$ cat src/verilog/dsf_pkg.sv
// Purpose: Shared constants and types for the serial converter sample feeder.
// Assumes: One system clock of 20 MHz; the audio reference arrives as a pin.
// Notes:   Constants and one type; the list below names each behaviour.
// Behaviour
// - Bit clock divides audio reference, 1/2..1/1024.
// - FIFO-paced sample rate equals bit rate/frame.
// - FIFO raises empty/watermark requests, watermark to DMA or IRQ.
// - Compare timer match triggers one DMA sample write.
// - Timer-paced mode holds at most one sample.
// - Untimed set-point writes go out without pacing.
// - Each frame carries one 10-bit code.
package dsf_pkg;

  // ----------------------------------------------------------------------
  // Clock and divider limits
  // ----------------------------------------------------------------------
  localparam int unsigned SYS_CLK_HZ     = 20000000;  // System clock rate.
  localparam int unsigned AUDIO_REF_HZ   = 24576000;  // Default audio reference.
  localparam int unsigned FIXED_REF_HZ   = 12000000;  // Fixed board reference.
  localparam int          DIV_W          = 11;        // Width of the divide ratio.
  localparam logic [10:0] DIV_MIN        = 11'h002;   // Ratio 1/2.
  localparam logic [10:0] DIV_MAX        = 11'h400;   // Ratio 1/1024.

  // ----------------------------------------------------------------------
  // Frame layout
  // ----------------------------------------------------------------------
  localparam int          CODE_W         = 10;        // Converter resolution.
  localparam int          FRAME_BITS     = 16;        // Bit clocks with sync low.
  localparam int          CODE_LSB       = 4;         // Code sits in bits 13..4.
  localparam int          BITCNT_W       = 5;         // Bit counter width.
  localparam logic [4:0]  LAST_BIT       = 5'h0F;     // Index of the final bit.
  localparam logic [1:0]  LEAD_ZEROS     = 2'h0;      // Leading control bits.
  localparam logic [3:0]  TRAIL_ZEROS    = 4'h0;      // Trailing pad bits.

  // ----------------------------------------------------------------------
  // Timer and pacing
  // ----------------------------------------------------------------------
  localparam int          TMR_W          = 16;        // Compare timer width.

  // How samples are paced into the transmit queue.
  typedef enum logic [1:0] {
    PACE_FIFO,
    PACE_TIMER,
    PACE_UNTIMED
  } dsf_pace_type;

endpackage
$ cat src/verilog/dsf_feeder.sv
// Purpose: Feeds a single-channel 10-bit serial converter from a transmit queue.
// Assumes: audioRefClk is far slower than half ref_clk in simulation.
// Notes:   No software registers; control arrives as plain ports.
`timescale 1ns/1ps
module dsf_feeder
  import dsf_pkg::*;
#(
  parameter int FIFO_DEPTH = 8  // Queue depth, a power of two.
) (
  // Clock and reset.
  input  wire logic                 ref_clk,
  input  wire logic                 reset,
  // Audio reference pin and divider.
  input  wire logic                 audioRefClk,
  input  wire logic [DIV_W-1:0]     divRatio,
  // Pacing control.
  input  wire dsf_pace_type         paceMode,
  input  wire logic [TMR_W-1:0]     cmpPeriod,
  input  wire logic                 reqRouteDma,
  input  wire logic [$clog2(FIFO_DEPTH):0] watermark,
  // Sample writes from processor or DMA.
  input  wire logic                 wrValid,
  input  wire logic [CODE_W-1:0]    wrData,
  input  wire logic                 overflowClr,
  // Requests and status.
  output logic                      dmaReq_q,
  output logic                      irqReq_q,
  output logic                      emptyReq_q,
  output logic                      watermarkReq_q,
  output logic                      dmaTrigger_q,
  output logic                      overflowFlag_q,
  // Serial link to the converter.
  output logic                      dacSclk_q,
  output logic                      dacSyncN_q,
  output logic                      dacData_q
);

  localparam int PW = $clog2(FIFO_DEPTH);  // Pointer width.

  // ----------------------------------------------------------------------
  // Audio reference synchroniser
  // ----------------------------------------------------------------------
  logic       audS1_q, audS2_q, audS3_q;  // Three-stage sampler.
  logic       audLvl_q;                   // Filtered level.
  logic       audRise;                    // One-cycle rising edge.

  // The level only moves once the second and third stages agree.
  always_ff @(posedge ref_clk) begin
    if (reset) begin
      audS1_q  <= 1'b0;
      audS2_q  <= 1'b0;
      audS3_q  <= 1'b0;
      audLvl_q <= 1'b0;
    end else begin
      audS1_q <= audioRefClk;
      audS2_q <= audS1_q;
      audS3_q <= audS2_q;
      if (audS2_q == audS3_q) begin
        audLvl_q <= audS3_q;
      end
    end
  end

  assign audRise = (audS2_q == audS3_q) && audS3_q && !audLvl_q;

  // ----------------------------------------------------------------------
  // Bit-rate generator
  // ----------------------------------------------------------------------
  logic [DIV_W-1:0] ratioEff;    // Ratio clamped into the legal range.
  logic [DIV_W-1:0] divCnt_q;    // Reference edges within one bit.
  logic [DIV_W-1:0] divCnt_d;    // Next count.
  logic             bitStart_q;  // Pulse at each falling bit-clock edge.

  always_comb begin
    if (divRatio < DIV_MIN) begin
      ratioEff = DIV_MIN;
    end else if (divRatio > DIV_MAX) begin
      ratioEff = DIV_MAX;
    end else begin
      ratioEff = divRatio;
    end
    divCnt_d = (divCnt_q >= ratioEff - DIV_W'(1)) ? '0 : divCnt_q + DIV_W'(1);
  end

  // count reference edges.
  // The clock is low for the first ratioEff/2 reference edges of a bit, rounded down, and high for the rest.
  always_ff @(posedge ref_clk) begin
    if (reset) begin
      divCnt_q   <= '0;
      dacSclk_q  <= 1'b0;
      bitStart_q <= 1'b0;
    end else begin
      bitStart_q <= audRise && (divCnt_d == '0);
      if (audRise) begin
        divCnt_q  <= divCnt_d;
        dacSclk_q <= (divCnt_d >= (ratioEff >> 1));
      end
    end
  end

  // ----------------------------------------------------------------------
  // Transmit queue
  // ----------------------------------------------------------------------
  logic [CODE_W-1:0] mem [FIFO_DEPTH];  // Sample storage.
  logic [PW-1:0]     wrPtr_q, rdPtr_q;  // Queue pointers.
  logic [PW:0]       count_q, count_d;  // Occupancy.
  logic [PW:0]       capacity;          // Usable depth in this mode.
  logic              push, pop;         // Queue strobes.
  logic              startFrame;        // Shifter takes a sample.

  assign capacity = (paceMode == PACE_TIMER) ? (PW+1)'(1) : (PW+1)'(FIFO_DEPTH);
  // writes accepted whenever there is room.
  assign push     = wrValid && (count_q < capacity);
  assign pop      = startFrame;
  assign count_d  = count_q + (PW+1)'(push) - (PW+1)'(pop);

  // Pointers and storage; a write that finds no room is dropped.
  always_ff @(posedge ref_clk) begin
    if (reset) begin
      wrPtr_q <= '0;
      rdPtr_q <= '0;
      count_q <= '0;
    end else begin
      count_q <= count_d;
      if (push) begin
        mem[wrPtr_q] <= wrData;
        wrPtr_q      <= wrPtr_q + PW'(1);
      end
      if (pop) begin
        rdPtr_q <= rdPtr_q + PW'(1);
      end
    end
  end

  // sticky overflow, a new event beats the clear.
  always_ff @(posedge ref_clk) begin
    if (reset) begin
      overflowFlag_q <= 1'b0;
    end else if (wrValid && !push) begin
      overflowFlag_q <= 1'b1;
    end else if (overflowClr) begin
      overflowFlag_q <= 1'b0;
    end
  end

  // empty and watermark requests; in FIFO mode the watermark goes to DMA or interrupt.
  always_ff @(posedge ref_clk) begin
    if (reset) begin
      emptyReq_q     <= 1'b1;
      watermarkReq_q <= 1'b1;
      dmaReq_q       <= 1'b0;
      irqReq_q       <= 1'b0;
    end else begin
      emptyReq_q     <= (count_d == '0);
      watermarkReq_q <= (count_d <= watermark);
      dmaReq_q       <= (paceMode == PACE_FIFO) && (count_d <= watermark) && reqRouteDma;
      irqReq_q       <= (paceMode == PACE_FIFO) && (count_d <= watermark) && !reqRouteDma;
    end
  end

  // ----------------------------------------------------------------------
  // Compare-match timer
  // ----------------------------------------------------------------------
  logic [TMR_W-1:0] tmrCnt_q;  // Free count between matches.
  logic             tmrMatch;  // Count reached the compare value.

  assign tmrMatch = (paceMode == PACE_TIMER) && (tmrCnt_q >= cmpPeriod);

  // each match asks DMA for exactly one sample.
  always_ff @(posedge ref_clk) begin
    if (reset || paceMode != PACE_TIMER) begin
      tmrCnt_q     <= '0;
      dmaTrigger_q <= 1'b0;
    end else begin
      tmrCnt_q     <= tmrMatch ? '0 : tmrCnt_q + TMR_W'(1);
      dmaTrigger_q <= tmrMatch;
    end
  end

  // ----------------------------------------------------------------------
  // Serial shifter
  // ----------------------------------------------------------------------
  logic [FRAME_BITS-1:0] shift_q;   // Frame being sent.
  logic [BITCNT_W-1:0]   bitCnt_q;  // Bit index within the frame.
  logic                  busy_q;    // A frame is on the wire.

  // frames follow one idle bit apart while data waits, so the bit clock paces them.
  assign startFrame = bitStart_q && !busy_q && (count_q != '0);

  // MSB first, data moves on the falling bit-clock edge.
  // One idle bit with sync high separates frames, so a frame is 17 bit clocks.
  always_ff @(posedge ref_clk) begin
    if (reset) begin
      shift_q    <= '0;
      bitCnt_q   <= '0;
      busy_q     <= 1'b0;
      dacSyncN_q <= 1'b1;
      dacData_q  <= 1'b0;
    end else if (startFrame) begin
      shift_q    <= {LEAD_ZEROS, mem[rdPtr_q], TRAIL_ZEROS};
      dacData_q  <= LEAD_ZEROS[1];
      bitCnt_q   <= '0;
      busy_q     <= 1'b1;
      dacSyncN_q <= 1'b0;
    end else if (bitStart_q && busy_q) begin
      if (bitCnt_q == LAST_BIT) begin
        busy_q     <= 1'b0;
        dacSyncN_q <= 1'b1;
        dacData_q  <= 1'b0;
      end else begin
        shift_q   <= {shift_q[FRAME_BITS-2:0], 1'b0};
        dacData_q <= shift_q[FRAME_BITS-2];
        bitCnt_q  <= bitCnt_q + BITCNT_W'(1);
      end
    end
  end

  // ----------------------------------------------------------------------
  // Checks
  // ----------------------------------------------------------------------
  // sync lasts the full frame.
  frame_length_a: assert property (@(posedge ref_clk) disable iff (reset)
    $rose(dacSyncN_q) |-> $past(bitCnt_q) == LAST_BIT)
    else $error("Frame sync released before the last bit.");

  // data never moves while the bit clock is high.
  data_stable_a: assert property (@(posedge ref_clk) disable iff (reset)
    $changed(dacData_q) |-> !dacSclk_q)
    else $error("Serial data changed with the bit clock high.");

  // timer mode holds one sample at most.
  timer_depth_a: assert property (@(posedge ref_clk) disable iff (reset)
    (paceMode == PACE_TIMER) && $stable(paceMode) && $past(count_q) <= 1 |-> count_q <= 1)
    else $error("Timer-paced queue held more than one sample.");

  // a refused write raises overflow next cycle.
  overflow_flag_a: assert property (@(posedge ref_clk) disable iff (reset)
    wrValid && (count_q >= capacity) |=> overflowFlag_q)
    else $error("Refused write did not flag overflow.");

  // one trigger per match, low again on the following cycle.
  timer_trigger_a: assert property (@(posedge ref_clk) disable iff (reset)
    tmrMatch && $stable(paceMode) |=> dmaTrigger_q ##1 !dmaTrigger_q)
    else $error("Timer match did not give a single trigger.");

  empty_req_a: assert property (@(posedge ref_clk) disable iff (reset)
    emptyReq_q == (count_q == '0))
    else $error("Empty request disagrees with queue occupancy.");

  // requests go to exactly one destination.
  route_req_a: assert property (@(posedge ref_clk) disable iff (reset)
    dmaReq_q |-> !irqReq_q && $past(reqRouteDma))
    else $error("Request routed to the wrong destination.");

  // the frame opens with sync low and loads the code.
  frame_load_a: assert property (@(posedge ref_clk) disable iff (reset)
    startFrame |=> shift_q[CODE_LSB +: CODE_W] == $past(mem[rdPtr_q]) && !dacSyncN_q)
    else $error("Frame did not carry the queued code.");

  // bit starts only on a reference edge that wraps the divider.
  bit_start_a: assert property (@(posedge ref_clk) disable iff (reset)
    bitStart_q |-> divCnt_q == '0 && $past(audRise))
    else $error("Bit start without a divider wrap.");

endmodule // dsf_feeder

$ cat config.mk
export PLATFORM = sky130hd
export DESIGN_NAME = dsf_feeder
export DESIGN_NICKNAME = d
export VERILOG_FILES = /design/src/verilog/dsf_pkg.sv /design/src/verilog/dsf_feeder.sv
export SDC_FILE = /design/constraint.sdc
export NUM_CORES = 1
export LEC_CHECK = 0
export BUFFER_PORTS_ARGS = -buffer_cell sky130_fd_sc_hd__buf_2
export CAP_MARGIN = 20
export CORE_UTILIZATION = 54
export CTS_BUF_LIST = sky130_fd_sc_hd__clkbuf_8 sky130_fd_sc_hd__clkbuf_16
export CTS_CLUSTER_SIZE = 20
export DETAILED_ROUTE_END_ITERATION = 12
export PLACE_DENSITY = 0.76
export SETUP_SLACK_MARGIN = 0.05
export SLEW_MARGIN = 20
export SYNTH_ARGS = -nofsm -noshare
export SYNTH_HDL_FRONTEND = slang
export SYNTH_SLANG_ARGS = --single-unit
$ cat constraint.sdc
create_clock -name ref_clk -period 4.8 [get_ports ref_clk]
set_input_delay 0.96 -clock ref_clk [delete_from_list [all_inputs] [get_ports ref_clk]]
set_output_delay 0.96 -clock ref_clk [all_outputs]
set_load 0.005 [all_outputs]
# --- Yosys cells after proc, flatten, opt, wreduce, memory -nomap -nowiden ---
# Memories as Yosys holds them, arrays and structs flattened. A register that Yosys moved wholly into a read port is not among the register bits.
# Index checks and enable logic that the tools add are counted.
word_totals:
  n_memories: 1
  reg_bits: 68
  elab_cells: 95
  output_inout_bits: 9
  input_bits: 49
  ram_bits: 80
mem_list:
  columns: ["memory", "depth", "word_bits", "rd", "rd_clocked_by_memory_dff", "wr", "line", "text"]
  rows:
  - ["mem", 8, 10, 1, 1, 1, "dsf_feeder.sv:104", "logic [CODE_W-1:0] mem [FIFO_DEPTH];"]
op_classes:
  eq_ne: 5
  n_addsub: 8
  bitwise: 1
  magnitude_cmp: 7
  reduce_logical: 29
  muxes: 21
ops:
  columns: ["op", "count"]
  rows:
  - ["14-bit two-way mux", 3]
  - ["11-bit two-way mux", 3]
  - ["16-bit by 1-bit adder with 16-bit output (second input constant)", 1]
  - ["16-bit >= comparator", 1]
  - ["1-bit logical AND", 12]
  - ["1-bit two-way mux", 12]
  - ["11-bit by 1-bit adder with 11-bit output (second input constant)", 1]
  - ["11-bit by 10-bit >= comparator with 1-bit output", 1]
  - ["11-bit >= comparator", 1]
  - ["11-bit > comparator (second input constant)", 1]
  - ["11-bit logical NOT", 1]
  - ["11-bit by 2-bit < comparator with 1-bit output (second input constant)", 1]
  - ["11-bit by 1-bit subtractor with 11-bit output (second input constant)", 1]
  - ["3-bit by 1-bit adder with 3-bit output (second input constant)", 2]
  - ["3-bit two-way mux", 2]
  - ["2-bit AND reduction", 3]
  - ["2-bit nonzero test", 3]
  - ["5-bit by 1-bit adder with 5-bit output (second input constant)", 1]
  - ["5-bit by 4-bit equality test with 1-bit output (second input constant)", 1]
  - ["4-bit by 1-bit adder with 4-bit output", 1]
  - ["4-bit <= comparator", 1]
  - ["1-bit logical NOT", 4]
  - ["4-bit logical NOT", 1]
  - ["4-bit < comparator", 1]
  - ["11 further kinds", 12]

# --- Depth between registers and ports, before layout ---
# Gate-level depths: netlist of run 1.
logic_depth:
  depth_word: 9
  depth_mapped: 22
  mapped_depth_nobuf: 21

# --- Worst setup path after synthesis of run 1 ---
# No wires, ideal clock.
synth_timing:
  kind: "input to register"
  from: "in divRatio[5]"
  to: "reg dacSclk_q"
  stages: 20
  setup_time_ns: 0.126
  arrival_ns: 4.780
  path_slack_ns: -0.106
  path_buffers: 1
  t_required_ns: 4.674
  path_cell_list: "or3_1 > or4_1 > a21o_1 > ha_1 > o21ai_0 > and3b_1 > xor2_1 > ha_1 > a211oi_2 > o211ai_1 > o21bai_1 > and2_4 > clkbuf_1 > nor2_1 > ha_1 > a21o_1 > a211oi_1 > o211ai_1 > o211ai_1 > a31oi_1"
synth_between:
  elab_chain_len: 7
  word_cells_on_any_way: 8
  classes_between: "1 x add/sub; 4 x order compare; 3 x mux"
synth_rtl:
  columns: ["element", "line", "text"]
  rows:
  - ["start, declared", "dsf_feeder.sv:15", "input wire logic [DIV_W-1:0] divRatio,"]
  - ["11-bit > comparator", "dsf_feeder.sv:77", "end else if (divRatio > DIV_MAX) begin"]
  - ["11-bit two-way mux", "dsf_feeder.sv:77", null]
  - ["11-bit two-way mux *", "dsf_feeder.sv:75", "if (divRatio < DIV_MIN) begin"]
  - ["11-bit by 1-bit subtractor with 11-bit output *", "dsf_feeder.sv:82", "divCnt_d = (divCnt_q >= ratioEff - DIV_W'(1)) ? '0 : divCnt_q + DIV_W'(1);"]
  - ["11-bit >= comparator *", "dsf_feeder.sv:82", null]
  - ["11-bit two-way mux *", "dsf_feeder.sv:82", null]
  - ["named net divCnt_d[6]", "dsf_feeder.sv:71", "logic [DIV_W-1:0] divCnt_d;"]
  - ["11-bit by 10-bit >= comparator with 1-bit output *", "dsf_feeder.sv:96", "dacSclk_q <= (divCnt_d >= (ratioEff >> 1));"]
  - ["end signal, assigned", "dsf_feeder.sv:96", null]
  - ["end, declared", "dsf_feeder.sv:33", "output logic dacSclk_q,"]
# Mark *: on every way through the listed nets, which the timed path passes. The rest lies on a longest branch.
# A chain may end at the register's enable or synchronous reset.

# --- Worst setup path after layout of run 1 ---
# Same ends and word-level chain as after synthesis.

==> results.toml, run 1 <==
[run_status]
status = "completed"

[clock_tree]
cts-root-buf = "clkbuf_16"
cts_tree = "done"
htree_levels = 4
clock_sinks = 151
clockBufferDepth = 2
numCtsBuffers = 17
post_cts_resized = 0
clkSlewWorstSetupHoldPaths_ns = 0.06
post-cts-setup-buffers = 0
cts_hold_buf = 0
insertion_delay_ns = 0.42

[setup_path]
critPathLaunchType = "primary input"
cp.arrival_ns = 4.83
end_kind = "flop"
critPathRequiredTime_ns = 5.10
r2r_cells = 13
crit_type = "in2reg"
worst_r2r_endpoint = "dmaReq_q"
crit_fanout = 4
worstReg2RegStart = "count_q[0]"
r2r_setup_slack_ns = 1.30

[final_layout]
fin_area_sq_mm = 0.00855
syn_to_final_growth_pct = 15.6
final_common_cell = "edfxtp_1"
final_cell_count_no_fill = 912
n_antenna_cell = 0
fillerInstances = 964
layout-drive-gt1-share_pct = 19.4
final_cell_mix = "edfxtp_1, dfxtp_1, nor2_1"
fin_util_pct = 64.3
nets = 829

[power]
p_total_mw = 2.98
internal-power_mw = 2.25
p_switching_mw = 0.729
powerDensity_mw_per_mm2 = 349
comb_power_share_pct = 10.5
leakagePower_nw = 3.31
p_seq_share_pct = 47.8
power.share.switching_pct = 24.4
peakVddDrop_mv = 0.269
pwr-share-clk_pct = 41.7

[logic_synthesis]
synth_area_sq_mm = 0.00740
yosys.area.top_type_share_pct = 32.5
ys.flop_type = "edfxtp_1"
seq_area_frac_synth_pct = 51.7
ys_seq_elements = 151
synth_area_leader_cell = "edfxtp_1"
synth.net_count = 761
synthTopCellsByArea = "edfxtp_1, dfxtp_1, ha_1, mux4_2, nor2_1"
syn_inst = 656
avgSynthCellArea_sq_um = 11.3
synth-edff-count = 80
ys_warn_count = 0
async_reset_ff_share_pct = 0
synth_cell_types = 52

[die]
start_util_pct = 55.6
pin_count = 58
die_h_um = 119
core_area_sq_mm = 0.0133
core.rowCount = 42
dieWidth_um = 119
dieArea_sq_mm = 0.0142

[detailed_routing]
wl_per_cell_um = 16.5
vias_per_cell = 5.74
dr.pass1.iters = 6
highest_layer = "met4"
drt-met1-wl_um = 6480
wl_met3_um = 718
drc = 0
dr.first_iter.drc_count = 405
ant_nets = 0
wl_met2_um = 7650
vias = 5238
drt_wl_total_um = 15100

[sta]
final.setup.tns_ns = 0
tightestPinTransition_ns = 0.933
post-route-period-util_pct = 94.3
maxSlewHeadroom_pct = 37.7
setup_viol = 0
finalHoldViolCount = 0
period_minus_slack_ns = 4.52
finClkSkew_ns = 0.00850
hold_slack_ns = 0.447
maxSlewViolCount = 0
rsz0062_at_grt = "no"
max_freq_mhz = 221
setup_slack_ns = 0.275

[worst_hold_path]
worstHoldPathType = "reg2reg"
whs_endpoint = "audS2_q"
min_from = "audS1_q"
whs_path_depth = 1

[global_route]
grtUsageTotal_pct = 22.9
grt_max_degree = 51
grt_pass1_vias = 5244
antenna_found_initial = 0
grt_pass1_wl_um = 25200
overflow = 0

[placement]
place_ws_ns = -0.131
placed_area_sq_mm = 0.00799
dp_hpwl_um = 10300
io_buffers = 57
gp_congestion = 0.841
dpl.cell_count = 881

[run]
cap_violations = 0
-- flip-flops by register name (all words and copies together), names as in the netlist, 3 cells and up, named ones only --
name,flops
bitCnt_q,5
count_q,4
divCnt_q,11
mem,80
rdPtr_q,3
shift_q,11
tmrCnt_q,16
wrPtr_q,3
-- metal layers --
layer,track usage (%),vias up
li1,-,2540
met1,28.9,2552
met2,38.4,124
met3,5.60,22
met4,7.59,0
met5,0,-
-- area by class of cell --
cell class              count  area [sq um]  share of cell area, %
inverters                  37           139                   1.62
repair buffers             78           443                   5.18
clock buffers              17           425                   4.98
well taps                 176           220                   2.58
flip-flops and latches    151          3820                   44.7
clock inverters            14           126                   1.48
multi-input cells         439          3370                   39.4
-- power groups by stage --
stage	registers [mW]	logic, mW	clock network, mW
final	1.43	0.312	1.24
after global routing	1.43	0.356	1.32
after CTS	1.43	0.312	1.26
after detailed placement	1.45	0.307	0
after global placement	1.45	0.293	0
after floorplan	1.45	0.203	0
-- Yosys cell counts, types with 2 or more instances --
cell       number
o41ai_1         2
nand4_1        12
or4_1           3
o21a_1          4
nor2_1         61
ha_1           55
nor4_1          6
a2111oi_0       2
or2_2           3
and2_1         12
and4_1          4
and3b_1         2
mux2_2          2
and3_1          5
nor3_1         15
nand2_1        48
nor2b_1         7
inv_1          36
a31oi_1         2
xnor2_1        14
a21o_1          4
buf_1           5
edfxtp_1       80
nand3_1        17
o31ai_1         3
clkbuf_1       21
xor2_1         20
mux2i_1        14
a211oi_1       25
o2111ai_1       2
nand2b_1        8
or3_1           7
buf_2           3
mux4_2         20
dfxtp_1        71
a21oi_1        27
o211ai_1        4
o21ai_0        16
-- worst max path at each step --
stage                     start   endpoint  cells after the start
floorplan           divRatio[5]  dacSclk_q                     20
global placement    divRatio[5]  dacSclk_q                     20
detailed placement  divRatio[5]  dacSclk_q                     20
CTS                 divRatio[5]  dacSclk_q                     20
global route        divRatio[5]  dacSclk_q                     20
finish              divRatio[5]  dacSclk_q                     19
-- logic make-up after synthesis --
family	Yosys count	synth area share, %
xor gates and xnor gates	34	4.03
AOI/OAI and AO/OA	101	9.01
muxes	36	8.29
and+or+nand+nor	212	14.0
adders and majority gates	56	9.57
DFF	151	51.7
buffers and inverters	66	3.40
-- critical path, stage by stage --
cell      delay (ns)
buf_2           0.11
or3_1           0.40
or4_4           0.44
a21o_1          0.21
ha_2            0.20
nand2b_1        0.17
a32oi_1         0.21
ha_1            0.26
a211oi_1        0.21
o211ai_1        0.13
o21bai_1        0.20
and2_4          0.17
nor2_1          0.12
ha_1            0.27
a21o_1          0.18
a211oi_1        0.25
o211ai_1        0.13
o211ai_1        0.10
a31oi_1         0.10
Note: power is estimated with default switching activity, not from simulation.
==> inputs of run 2 (changes only) <==
- PLACE_DENSITY: 0.76 -> 0.87
==> run 2 against run 1 <==
  * Via count up 2.2%
  * Cell count down 0.44%
  * Sequential cell count unchanged
  * Clock skew down 0.00077 ns
==> results.toml, run 2 (synthesized netlist as in run 1, its figures left out) <==
[sta]
hold_slack_ns = 0.443
finClkSkew_ns = 0.00773
max_freq_mhz = 222
post-route-period-util_pct = 93.7
tightestPinTransition_ns = 1.05
period_minus_slack_ns = 4.50
rsz0062_at_grt = "no"
finalHoldViolCount = 0
setup_viol = 0
maxSlewViolCount = 0
maxSlewHeadroom_pct = 30.1

[setup_path]
crit_type = "in2reg"
crit_fanout = 4
critPathRequiredTime_ns = 5.11
cp.arrival_ns = 4.81
end_kind = "flop"
critPathLaunchType = "primary input"
r2r_cells = 13

[power]
leakagePower_nw = 3.32
powerDensity_mw_per_mm2 = 362
peakVddDrop_mv = 0.266

[final_layout]
layout-drive-gt1-share_pct = 19.1
final_cell_count_no_fill = 908
regMostFlops = "mem"
fillerInstances = 941
nets = 825
reg_top3 = "mem: 80 flops, tmrCnt_q: 16 flops"
n_antenna_cell = 0
largest_reg_flops = 80
fin_util_pct = 64.4
syn_to_final_growth_pct = 15.7
final_cell_mix = "edfxtp_1, dfxtp_1, nor2_1"
fin_area_sq_mm = 0.00856
final_common_cell = "edfxtp_1"

[detailed_routing]
wl_per_cell_um = 17.3
drt_wl_total_um = 15700
vias = 5354
dr.pass1.iters = 6
dr.first_iter.drc_count = 331
ant_nets = 0
drc = 0
vias_per_cell = 5.90

[clock_tree]
htree_levels = 4
cts-root-buf = "clkbuf_16"
cts_tree = "done"
numCtsBuffers = 17
cts_hold_buf = 0
clockBufferDepth = 2
insertion_delay_ns = 0.43
clkSlewWorstSetupHoldPaths_ns = 0.06
clock_sinks = 151

[worst_hold_path]
whs_path_depth = 1
worstHoldPathType = "reg2reg"

[placement]
gp_congestion = 0.929
io_buffers = 57
dpl.cell_count = 876
dp_hpwl_um = 10800
placed_area_sq_mm = 0.00794

[global_route]
overflow = 0
grt_pass1_vias = 5468
grt_pass1_wl_um = 26000
grt_max_degree = 46
antenna_found_initial = 0
grtUsageTotal_pct = 23.7

[run_status]
status = "completed"

[run]
cap_violations = 0

[die]
die_h_um = 119
pin_count = 58
start_util_pct = 55.6
dieWidth_um = 119
core.rowCount = 42
core_area_sq_mm = 0.0133
dieArea_sq_mm = 0.0142
## run 2: area by class of cell
type / count / area [sq um] / share of cell area, %
flip-flops and latches: 151 / 3820 / 44.7
multi-input cells: 439 / 3360 / 39.3
clock buffers: 17 / 425 / 4.97
repair buffers: 74 / 413 / 4.82
well taps: 176 / 220 / 2.57
clock inverters: 14 / 175 / 2.05
inverters: 37 / 139 / 1.62
## run 2: final timing paths
| check | from | end | slack (ns) |
|---|---|---|---|
| setup / recovery | divRatio[5] | dacSclk_q | 0.30 |
| hold / removal | audS1_q | audS2_q | 0.44 |
| setup reg to reg | count_q[1] | dmaReq_q | 1.33 |
| hold reg to reg | audS1_q | audS2_q | 0.44 |
## run 2: worst max-delay path: stages
cell      delay (ns)
buf_2           0.10
or3_1           0.41
or4_4           0.44
a21o_1          0.21
ha_2            0.20
nand2b_1        0.17
a32oi_1         0.20
ha_1            0.29
a211oi_2        0.26
o211ai_1        0.12
o21bai_1        0.20
and2_4          0.17
nor2_1          0.13
ha_1            0.26
a21oi_1         0.11
o21ai_0         0.09
a21oi_1         0.17
o211ai_1        0.12
o211ai_1        0.10
a31oi_1         0.10
## run 2: what timing repair did
item	in CTS	in global routing
endpoints found under the setup margin	0	1
setup buffers	0	1
gates resized for setup	0	2
## run 2: per-stage QoR
stage | total power, mW | TNS (ns) | worst slack (ns)
after floorplan | 1.65 | 0 | 0.0552
after global placement | 1.74 | 0 | 0.00944
after detailed placement | 1.77 | -0.142 | -0.142
after CTS | 3.11 | 0 | 0.299
after global routing | 3.21 | 0 | 0.0188
final | 3.10 | 0 | 0.301
## run 2: power by group
group	switching, mW	internal (mW)
Clock	0.533	0.821
Sequential	0.0245	1.40
Combinational	0.183	0.139
Total	0.741	2.36
## run 2: per-layer routing
layer	vias up	track usage, %	share of wire [%]
met2	179	41.5	52
met4	0	11.2	2.5
met3	37	5.32	5.8
met5	-	0	0
met1	2596	27.4	40
li1	2542	-	-
